--- config.mk ---
export PLATFORM = sky130hd
export DESIGN_NAME = eoc_ctrl
export DESIGN_NICKNAME = d
export VERILOG_FILES = /design/src/rtl/eoc_pkg.sv /design/src/rtl/eoc_ctrl.sv
export SDC_FILE = /design/constraint.sdc
export NUM_CORES = 1
export LEC_CHECK = 0
export BUFFER_PORTS_ARGS = -buffer_cell sky130_fd_sc_hd__buf_4
export CORE_MARGIN = 2
export CORE_UTILIZATION = 44
export DETAILED_ROUTE_END_ITERATION = 7
export PLACE_DENSITY = 0.72
export SLEW_MARGIN = 5
export SYNTH_ARGS = -nofsm -noshare
export SYNTH_HDL_FRONTEND = slang
export SYNTH_SLANG_ARGS = --single-unit
--- constraint.sdc ---
create_clock -name core_clk -period 1.6 [get_ports core_clk]
set_clock_uncertainty 0.1 [all_clocks]
set_input_delay 0.32 -clock core_clk [delete_from_list [all_inputs] [get_ports core_clk]]
set_output_delay 0.32 -clock core_clk [all_outputs]
set_load 0.02 [all_outputs]
--- src/rtl/eoc_pkg.sv ---
// constants and mode codes for the external oscillator control register
`default_nettype none
package eoc_pkg;
  localparam logic [7:0] EOC_CTRL_ADDR = 8'h00_B1;
  localparam logic [7:0] EOC_CTRL_RESET = 8'h00_00;
  localparam int EOC_VALID_BIT = 7;
  localparam int EOC_MODE_MSB = 6;
  localparam int EOC_MODE_LSB = 4;
  localparam int EOC_RSVD_BIT = 3;
  localparam int EOC_BIAS_MSB = 2;
  localparam int EOC_BIAS_LSB = 0;
  // settle count of one: the flag stays masked for two cycles after a mode change
  localparam logic [1:0] EOC_SETTLE_CYC = 2'h1;

  typedef enum logic [2:0] {
    EOC_OFF0 = 3'h0,
    EOC_OFF1 = 3'h1,
    EOC_CMOS = 3'h2,
    EOC_CMOS_DIV2 = 3'h3,
    EOC_RC = 3'h4,
    EOC_CAP = 3'h5,
    EOC_XTAL = 3'h6,
    EOC_XTAL_DIV2 = 3'h7
  } eoc_mode_t;
endpackage
`default_nettype wire

--- src/rtl/eoc_ctrl.sv ---
// external oscillator control register with mode decode and status flag
`default_nettype none
module eoc_ctrl
  import eoc_pkg::*;
(
  input wire logic core_clk, // system clock, 40 MHz
  input wire logic srst, // synchronous reset, active high
  input wire logic [7:0] sfr_addr, // special-function register address
  input wire logic sfr_wr, // write strobe
  input wire logic sfr_rd, // read strobe
  input wire logic [7:0] sfr_wdata, // write data
  output logic [7:0] sfr_rdata, // read data, registered, zero when not selected
  input wire logic osc_running, // analog side reports oscillator stable
  output logic osc_enable, // oscillator circuit powered
  output logic cmos_sel, // CMOS clock input path
  output logic rc_sel, // RC oscillator configuration
  output logic cap_sel, // capacitor oscillator configuration
  output logic xtal_sel, // crystal oscillator configuration
  output logic div2_sel, // divide-by-two stage in path
  output logic [2:0] ext_osc_bias_level // bias current setting
);

  ////////////////////////////////////////////////////////////////////////////
  logic [2:0] ext_osc_mode_field_r, ext_osc_mode_field_nxt;
  logic [2:0] bias_r, bias_nxt;
  logic [1:0] settle_r, settle_nxt;
  logic ext_osc_valid_flag_r, valid_nxt;
  logic [7:0] rdata_r, rdata_nxt;
  logic en_r, en_nxt, cmos_r, cmos_nxt, rc_r, rc_nxt, cap_r, cap_nxt;
  logic xtal_r, xtal_nxt, div2_r, div2_nxt;
  logic wr_hit, rd_hit;
  logic [7:0] reg_view;
  eoc_mode_t mode_new;

  assign wr_hit = sfr_wr && (sfr_addr == EOC_CTRL_ADDR);
  assign rd_hit = sfr_rd && (sfr_addr == EOC_CTRL_ADDR);

  ////////////////////////////////////////////////////////////////////////////
  always_comb begin
    ext_osc_mode_field_nxt = ext_osc_mode_field_r;
    bias_nxt = bias_r;
    settle_nxt = (settle_r != 2'h0) ? settle_r - 2'h1 : 2'h0;
    if (wr_hit) begin
      ext_osc_mode_field_nxt = sfr_wdata[EOC_MODE_MSB:EOC_MODE_LSB];
      bias_nxt = sfr_wdata[EOC_BIAS_MSB:EOC_BIAS_LSB];
      // bit 3 is not stored; software keeps it zero
      if (sfr_wdata[EOC_MODE_MSB:EOC_MODE_LSB] != ext_osc_mode_field_r) begin
        settle_nxt = EOC_SETTLE_CYC;
      end
    end
    mode_new = eoc_mode_t'(ext_osc_mode_field_nxt);
    en_nxt = mode_new[2] || mode_new[1];
    cmos_nxt = (mode_new == EOC_CMOS) || (mode_new == EOC_CMOS_DIV2);
    rc_nxt = (mode_new == EOC_RC);
    cap_nxt = (mode_new == EOC_CAP);
    xtal_nxt = (mode_new == EOC_XTAL) || (mode_new == EOC_XTAL_DIV2);
    div2_nxt = (mode_new == EOC_CMOS_DIV2) || (mode_new == EOC_XTAL_DIV2);
  end

  // status only from a live, non-CMOS mode; masked while a new mode settles
  always_comb begin
    valid_nxt = osc_running && ext_osc_mode_field_r[2] && (settle_r == 2'h0)
      && !(wr_hit && (sfr_wdata[EOC_MODE_MSB:EOC_MODE_LSB] != ext_osc_mode_field_r));
    reg_view = {ext_osc_valid_flag_r, ext_osc_mode_field_r, 1'b0, bias_r};
    rdata_nxt = rd_hit ? reg_view : 8'h00_00;
  end

  always_ff @(posedge core_clk) begin
    if (srst) begin
      ext_osc_mode_field_r <= EOC_CTRL_RESET[EOC_MODE_MSB:EOC_MODE_LSB];
      bias_r <= EOC_CTRL_RESET[EOC_BIAS_MSB:EOC_BIAS_LSB];
      ext_osc_valid_flag_r <= 1'b0;
      settle_r <= 2'h0;
      rdata_r <= 8'h00_00;
      en_r <= 1'b0;
      cmos_r <= 1'b0;
      rc_r <= 1'b0;
      cap_r <= 1'b0;
      xtal_r <= 1'b0;
      div2_r <= 1'b0;
    end else begin
      ext_osc_mode_field_r <= ext_osc_mode_field_nxt;
      bias_r <= bias_nxt;
      ext_osc_valid_flag_r <= valid_nxt;
      settle_r <= settle_nxt;
      rdata_r <= rdata_nxt;
      en_r <= en_nxt;
      cmos_r <= cmos_nxt;
      rc_r <= rc_nxt;
      cap_r <= cap_nxt;
      xtal_r <= xtal_nxt;
      div2_r <= div2_nxt;
    end
  end

  assign sfr_rdata = rdata_r;
  assign osc_enable = en_r;
  assign cmos_sel = cmos_r;
  assign rc_sel = rc_r;
  assign cap_sel = cap_r;
  assign xtal_sel = xtal_r;
  assign div2_sel = div2_r;
  assign ext_osc_bias_level = bias_r;

  ////////////////////////////////////////////////////////////////////////////
  flag_needs_osc_a: assert property (@(posedge core_clk) disable iff (srst)
    ext_osc_valid_flag_r |-> $past(osc_running))
    else $error("valid flag set without running oscillator");
  flag_cmos_zero_a: assert property (@(posedge core_clk) disable iff (srst)
    (cmos_r || !osc_enable) |-> !ext_osc_valid_flag_r)
    else $error("valid flag set in CMOS or off mode");
  off_mode_a: assert property (@(posedge core_clk) disable iff (srst)
    (wr_hit && sfr_wdata[6:5] == 2'b00) |=> !osc_enable && !xtal_r && !rc_r && !cap_r)
    else $error("oscillator not disabled for mode 00x");
  cmos_path_a: assert property (@(posedge core_clk) disable iff (srst)
    (wr_hit && sfr_wdata[6:4] == 3'b011) |=> cmos_sel && div2_sel && osc_enable)
    else $error("CMOS halved mode not decoded");
  rc_cap_a: assert property (@(posedge core_clk) disable iff (srst)
    (wr_hit && sfr_wdata[6:5] == 2'b10) |=> (rc_sel != cap_sel)
    && (cap_sel == $past(sfr_wdata[4])))
    else $error("RC or capacitor mode not decoded");
  xtal_path_a: assert property (@(posedge core_clk) disable iff (srst)
    (wr_hit && sfr_wdata[6:5] == 2'b11) |=> xtal_sel && (div2_sel == $past(sfr_wdata[4])))
    else $error("crystal mode not decoded");
  rsvd_read_a: assert property (@(posedge core_clk) disable iff (srst)
    $past(rd_hit) |-> (sfr_rdata[3] == 1'b0) && (sfr_rdata[2:0] == $past(bias_r)))
    else $error("reserved bit or bias readback wrong");
  bias_store_a: assert property (@(posedge core_clk) disable iff (srst)
    wr_hit |=> ext_osc_bias_level == $past(sfr_wdata[2:0]))
    else $error("bias field not stored");
  settle_mask_a: assert property (@(posedge core_clk) disable iff (srst)
    (wr_hit && sfr_wdata[6:4] != ext_osc_mode_field_r) |=> !ext_osc_valid_flag_r ##1
    !ext_osc_valid_flag_r)
    else $error("valid flag not masked after mode change");
  reset_clear_a: assert property (@(posedge core_clk)
    srst |=> !osc_enable && ext_osc_bias_level == 3'h0 && !ext_osc_valid_flag_r)
    else $error("reset did not clear register");

endmodule // eoc_ctrl
`default_nettype wire

**Yosys cells after proc, flatten, opt, wreduce, memory -nomap -nowiden**

Cells that the tools add are included.

- Flip-flop bits (word level): 23
- Word-level logic and storage cells: 40

- Equality and inequality tests: 8
- Mux-type cells: 4
- Reduce and logical (&&, ||, !) cells: 14
- Add/sub/neg operators: 1
- Bitwise logic cells: 1

Operators by type and width:

| operator | count |
|---|---|
| equality test 3 bit, second input constant | 4 |
| equality test 8 bit, second input constant | 1 |
| equality test 3 x 2 -> 1 bit, second input constant | 2 |
| logical AND 1 bit | 6 |
| 2-to-1 mux 2 bit | 3 |
| logical OR 1 bit | 4 |
| 2-to-1 mux 3 bit | 1 |
| != test 3 bit | 1 |
| logical NOT 2 bit | 1 |
| nonzero test 2 bit | 1 |
| OR reduction 2 bit | 1 |
| subtractor 2 x 1 -> 2 bit, second input constant | 1 |
| logical NOT 1 bit | 1 |
| NOT 1 bit | 1 |

**Longest topological paths before layout**

Gate-level depths: netlist of the first run.

- Word-level depth: 5
- Gate-level depth with buffers: 5
- Depth with buffers taken out: 4

**Worst setup path after synthesis of the first run**

Ideal clock, no wire load.

- Kind: input port to flip-flop
- Start point: input sfr_addr[6]
- End point: register en_r, in the netlist osc_enable
- Library setup time: 0.135 ns
- Buffers on the path: 1
- Stages: 5
- Slack: 0.167 ns
- Arrival: 1.199 ns
- Required time: 1.365 ns
- Path through: nor4b_4 > nand3_4 > buf_4 > mux2i_1 > o21ai_0

- Cells in the longest elaborated chain, start to end: 4

Ends and longest elaborated chain:

| element | RTL line | RTL |
|---|---|---|
| start, declared | eoc_ctrl.sv:8 | `input wire logic [7:0] sfr_addr,` |
| equality test 8 bit | eoc_ctrl.sv:35 | `assign wr_hit = sfr_wr && (sfr_addr == EOC_CTRL_ADDR);` |
| logical AND 1 bit | eoc_ctrl.sv:35 |  |
| 2-to-1 mux 3 bit | eoc_ctrl.sv:43 | `if (wr_hit) begin` |
| logical OR 1 bit | eoc_ctrl.sv:52 | `en_nxt = mode_new[2] \|\| mode_new[1];` |
| end signal, assigned | eoc_ctrl.sv:87 | `en_r <= en_nxt;` |
| end, declared | eoc_ctrl.sv:29 | `logic en_r, en_nxt, cmos_r, cmos_nxt, rc_r, rc_nxt, cap_r, cap_nxt;` |

Every way passes these cells.
A chain may end at the register's enable or synchronous reset.

**Worst setup path in the final report of the first run**

- Start point: input sfr_addr[6]
- End point: register cap_r, in the netlist cap_sel

- Cells in the longest elaborated chain, start to end: 4

Ends and longest elaborated chain:

| element | RTL line | RTL |
|---|---|---|
| equality test 8 bit | eoc_ctrl.sv:35 |  |
| logical AND 1 bit | eoc_ctrl.sv:35 |  |
| 2-to-1 mux 3 bit | eoc_ctrl.sv:43 |  |
| equality test 3 bit | eoc_ctrl.sv:55 | `cap_nxt = (mode_new == EOC_CAP);` |
| end signal, assigned | eoc_ctrl.sv:90 | `cap_r <= cap_nxt;` |
| end, declared | eoc_ctrl.sv:29 |  |

Every way passes these cells.

==> reports/qor.yml, run 1 <==
critical_path:
  crit_path_end_kind: "flop"
  crit_start: "sfr_addr[6]"
  worstSetupPathType: "in -> reg"
  timing.rr.end: "settle_r[1]$_SDFF_PP0_"
  critPathCapture: "cap_sel$_SDFF_PP0_"
  r2r_start: "ext_osc_mode_field_r[1]$_SDFF_PP0_"
  r2r_slack_ns: 0.27
  worst-endpoint-arrival_ns: 1.48
  crit_fanout: 7
  worst_ep_required_time_ns: 1.73
  critPathLaunchType: "primary input"
  reg2reg_depth: 4
cts:
  root_buffer: "clkbuf_4"
  clk_pin_slew_ns: 0.11
  hold_buffers: 0
  numCtsBuffers: 3
  clock_sinks: 22
  max-clock-path-buffers: 2
  htreeDepth: 1
  clock_latency_ns: 0.30
  cts_tree: "done"
  post_cts_resized: 0
  cts_setup_buffers: 0
floorplan:
  initial_core_util_pct: 47.8
  num_rows: 15
  die_h_um: 48.0
  fp.dieW_um: 48.0
  ioPinCount: 38
  die-area_um2: 2300
  coreArea_um2: 1780
status:
  outcome: "finished clean"
detailed_routing:
  drt-pass1-iter-count: 4
  met2RoutedLength_um: 850
  wl_per_cell_um: 11.3
  drc: 0
  top_layer: "met4"
  via_count: 680
  wl_met1_um: 683
  ant_nets: 0
  drt_iter0_markers: 23
  wl_met3_um: 85
  drt-total-wl_um: 1650
  via_per_inst: 4.66
cells_and_area:
  nets: 144
  syn2layout_area_growth_pct: 38.6
  diodes: 0
  drive_gt1_share_pct: 37.2
  fin_util_pct: 66.2
  final_cells: 146
  finalInstanceArea_um2: 1180
power:
  p_total_mw: 0.845
  vdd_ir_drop_max_v: 0.000498
  power.leakage_nw: 0.580
  p_per_area_nw_per_um2: 715
global_routing:
  grtUsageTotal_pct: 17.4
  grt_pass1_wl_um: 2700
  grt_start_max_net_pins: 16
  antenna_found_initial: 0
  grt_pass1_vias: 612
  overflow: 0
yosys:
  synth_edf_count: 0
  syn-cell-area_um2: 852
  yosysMostFrequentCell: "dfxtp_1"
  synth_cells: 84
  yosys-top-cells-count: "dfxtp_1, nor2_1, and2_1"
  yosys_register_bits: 22
  ys.flop_type: "dfxtp_1"
  synth.distinct_cells: 23
  ys_warn_count: 0
  synth_top_area_cell: "dfxtp_1"
  synth_top_area_share_pct: 51.7
  yosys-top-cells-area: "dfxtp_1, mux2i_1, and2_1, nor2_1, xor2_1"
  syn_area_per_cell_um2: 10.1
  seq_area_frac_synth_pct: 51.7
  async_flop_share_pct: 0
  synth_nets: 105
flow_run:
  drv_cap: 0
sta:
  hold_ws_ns: 0.152
  finalCritPeriodShare_pct: 84.0
  rsz0062_at_grt: "false"
  period_minus_slack_ns: 1.34
  setup_viol: 0
  final.setup.tns_ns: 0
  worst_slack_ns: 0.256
  timing.final.max_slew_violations: 0
  fmax_mhz: 744
  hold_violations: 0
place:
  placed_area_um2: 1160
  hpwl_um: 1300
  dp_slack_ns: -0.0796
  routabilityCongestion: 0.763
  placed_cells: 143
  portBuffers: 34
worst_hold_path:
  hold_class: "in -> reg"
==> cells in the final DEF, fill, tap and decap left out <==
master / n
nand2_1: 6
or3b_1: 2
nand3_4: 1
nor4b_4: 1
clkbuf_4: 3
nor3_1: 3
mux2i_1: 6
a21oi_1: 3
xor2_1: 3
inv_1: 2
nand3b_1: 2
o22ai_1: 1
nor2b_1: 3
o21ai_0: 1
nor2_1: 10
and4b_1: 2
mux2_2: 2
and2_1: 7
dfxtp_1: 22
buf_4: 37
or3_1: 1
conb_1: 1
buf_12: 1
nand3_1: 1
==> cell type report <==
cell class,count,area [µm²]
fill,150,602
sequential,22,440
multi-input combinational,56,382
timing repair buffer,38,298
tap,25,31.3
clock buffer,3,22.5
inverter,2,7.51
==> flip-flops by register name, indices dropped and copies added (netlist names) <==
signal and flops:
sfr_rdata 7, ext_osc_bias_level 3, ext_osc_mode_field_r 3, settle_r 2
cap_sel 1, cmos_sel 1, div2_sel 1, ext_osc_valid_flag_r 1
osc_enable 1, rc_sel 1, xtal_sel 1
==> worst min-delay path by stage <==
stage | startpoint | end | slack [ns] | depth (start not counted)
after floorplan | srst | settle_r[0]$_SDFF_PP0_ | 0.29 | 1
after global placement | ext_osc_valid_flag_r$_SDFF_PP0_ | sfr_rdata[7]$_SDFF_PP0_ | 0.32 | 1
after detailed placement | ext_osc_valid_flag_r$_SDFF_PP0_ | sfr_rdata[7]$_SDFF_PP0_ | 0.32 | 1
after CTS | sfr_wdata[2] | ext_osc_bias_level[2]$_SDFFE_PP0P_ | 0.14 | 3
after global routing | sfr_wdata[1] | ext_osc_bias_level[1]$_SDFFE_PP0P_ | 0.17 | 3
final | sfr_wdata[2] | ext_osc_bias_level[2]$_SDFFE_PP0P_ | 0.15 | 3
==> cells by family (layout without fill, tap and decap cells) <==
group / count (synthesis) / in the layout / share of synthesized area, %
buffers and inverters: 6 / 43 / 3.52
xor gates and xnor gates: 3 / 3 / 3.08
muxes: 8 / 8 / 9.69
AOI/OAI and AO/OA: 5 / 5 / 3.08
DFF: 22 / 22 / 51.7
and+or+nand+nor: 39 / 39 / 28.5
other: 1 / 1 / 0.440
==> worst max-delay path, cell delays in order <==
cell	delay (ns)
buf_4	0.12
nor4b_4	0.34
nand3_4	0.16
or3b_1	0.39
a21oi_1	0.15
==> report_power, final <==
group          internal (mW)  switching [mW]  leakage (nW)
registers              0.548        0.000288         0.177
clock network         0.0878           0.148        0.0138
logic                 0.0361          0.0245         0.389
total                  0.672           0.173         0.580
==> routing by layer <==
layer / track usage [%] / vias up
met4: 8.11 / 0
met3: 4.53 / 4
met2: 28.0 / 21
met1: 21.5 / 303
li1: - / 352
met5: 0 / -
Power figures use the tool's default switching activity.
==> run 2, diff against run 1 <==
CORE_UTILIZATION = 40   (was 44)
PLACE_DENSITY = 0.69   (was 0.72)
clock period = 1.2 ns   (was 1.6 ns; I/O delays follow)
==> reports/qor.yml, run 2 (same netlist as run 1, synthesis figures left out) <==
status:
  outcome: "finished with violations"
  violations: "negative setup slack"
critical_path:
  worst_ep_required_time_ns: 1.35
  worstSetupPathType: "in -> reg"
  crit_path_max_incr_delay_ns: 0.41
  critPathLaunchType: "primary input"
  worst-endpoint-arrival_ns: 1.41
  crit_family: "simple AND/OR/NAND/NOR gates"
  crit_fanout: 6
  crit_path_end_kind: "flop"
  crit_slowest_cell: "or3b_4"
  r2r_start: "ext_osc_mode_field_r[1]$_SDFF_PP0_"
  crit_start: "sfr_addr[6]"
  path_cells: "buf_6, nor4b_4, buf_4, nand3_4, or3b_4, a21oi_2"
  critPathBufInv: 2
  r2r_slack_ns: 0.07
power:
  power.leakage_nw: 0.633
  vdd_ir_drop_max_v: 0.000872
  p_per_area_nw_per_um2: 1060
  p_total_mw: 1.39
sta:
  worst_slack_ns: -0.0571
  timing.final.max_slew_violations: 0
  period_minus_slack_ns: 1.26
  final.setup.tns_ns: -0.0845
  setup_viol: 3
  hold_ws_ns: 0.0486
  rsz0062_at_grt: "true"
  finalCritPeriodShare_pct: 105
  hold_violations: 0
  fmax_mhz: 796
cts:
  clock_latency_ns: 0.30
  clk_pin_slew_ns: 0.12
  htreeDepth: 1
  hold_buffers: 0
  root_buffer: "clkbuf_4"
  clock_sinks: 22
  cts_tree: "done"
  numCtsBuffers: 3
  max-clock-path-buffers: 2
worst_hold_path:
  min_from: "srst"
  hold_class: "in -> reg"
cells_and_area:
  final_cell_mix: "buf_4, dfxtp_1, nor2_1"
  nets: 153
  final_cells: 158
  largest_reg_flops: 7
  layout_commonest_cell: "buf_4"
  syn2layout_area_growth_pct: 53.5
  diodes: 0
  drive_gt1_share_pct: 48.1
global_routing:
  grt_pass1_vias: 688
  antenna_found_initial: 0
  grt_start_max_net_pins: 14
  grt_pass1_wl_um: 2860
  overflow: 0
  grtUsageTotal_pct: 14.5
floorplan:
  ioPinCount: 38
  num_rows: 16
  die_h_um: 50.2
  die-area_um2: 2520
  fp.dieW_um: 50.2
  initial_core_util_pct: 43.0
  coreArea_um2: 1980
detailed_routing:
  drt-pass1-iter-count: 4
  ant_nets: 0
  drt-total-wl_um: 1670
  drc: 0
  via_per_inst: 4.52
  wl_per_cell_um: 10.6
  drt_iter0_markers: 15
  via_count: 714
place:
  placed_cells: 151
  dp_slack_ns: -0.393
  portBuffers: 34
  routabilityCongestion: 0.785
  hpwl_um: 1210
flow_run:
  drv_cap: 0
## run 2: cell count changes in the layout (fill, tap and decap cells not counted), sizes merged
cell	before	now
buf	38	46
bufinv	0	1
nand3	2	3
## run 2: final timing paths
path                        endpoint  cells after the start
max              cmos_sel$_SDFF_PP0_                      6
min              div2_sel$_SDFF_PP0_                      2
max reg2reg   settle_r[0]$_SDFF_PP0_                      4
min reg2reg  sfr_rdata[7]$_SDFF_PP0_                      1
## run 2: what timing repair did
action / in CTS / in global routing
gates cloned: 1 / 0
setup buffers: 0 / 2
pin swaps: 3 / 5
gates resized for setup: 3 / 9
setup endpoints to repair: 11 / 15
## run 2: stage by stage
step	cell area, µm²	util (%)
after floorplan	856	-
after global placement	1190	60.2
after detailed placement	1190	60.2
after CTS	1270	64.0
after global routing	1310	66.0
final	1310	66.0
## run 2: where the power goes
part,total [mW],switching (mW),internal (mW)
clock network,0.558,0.220,0.338
registers,0.731,0.000263,0.730
logic,0.100,0.0385,0.0618
total,1.39,0.259,1.13
## run 2: routing by layer
layer / GRT usage, % / wire (µm)
met5: 0 / 0
met4: 5.56 / 0
met3: 1.79 / 77
met2: 24.1 / 797
met1: 19.1 / 795
## run 2: area by class of cell
type / count / area (µm²)
tap: 27 / 33.8
fill: 165 / 674
multi-input combinational: 57 / 412
timing repair buffer: 46 / 357
clock buffer: 3 / 22.5
inverter: 2 / 7.51
sequential: 22 / 445
clock inverter: 1 / 30.0
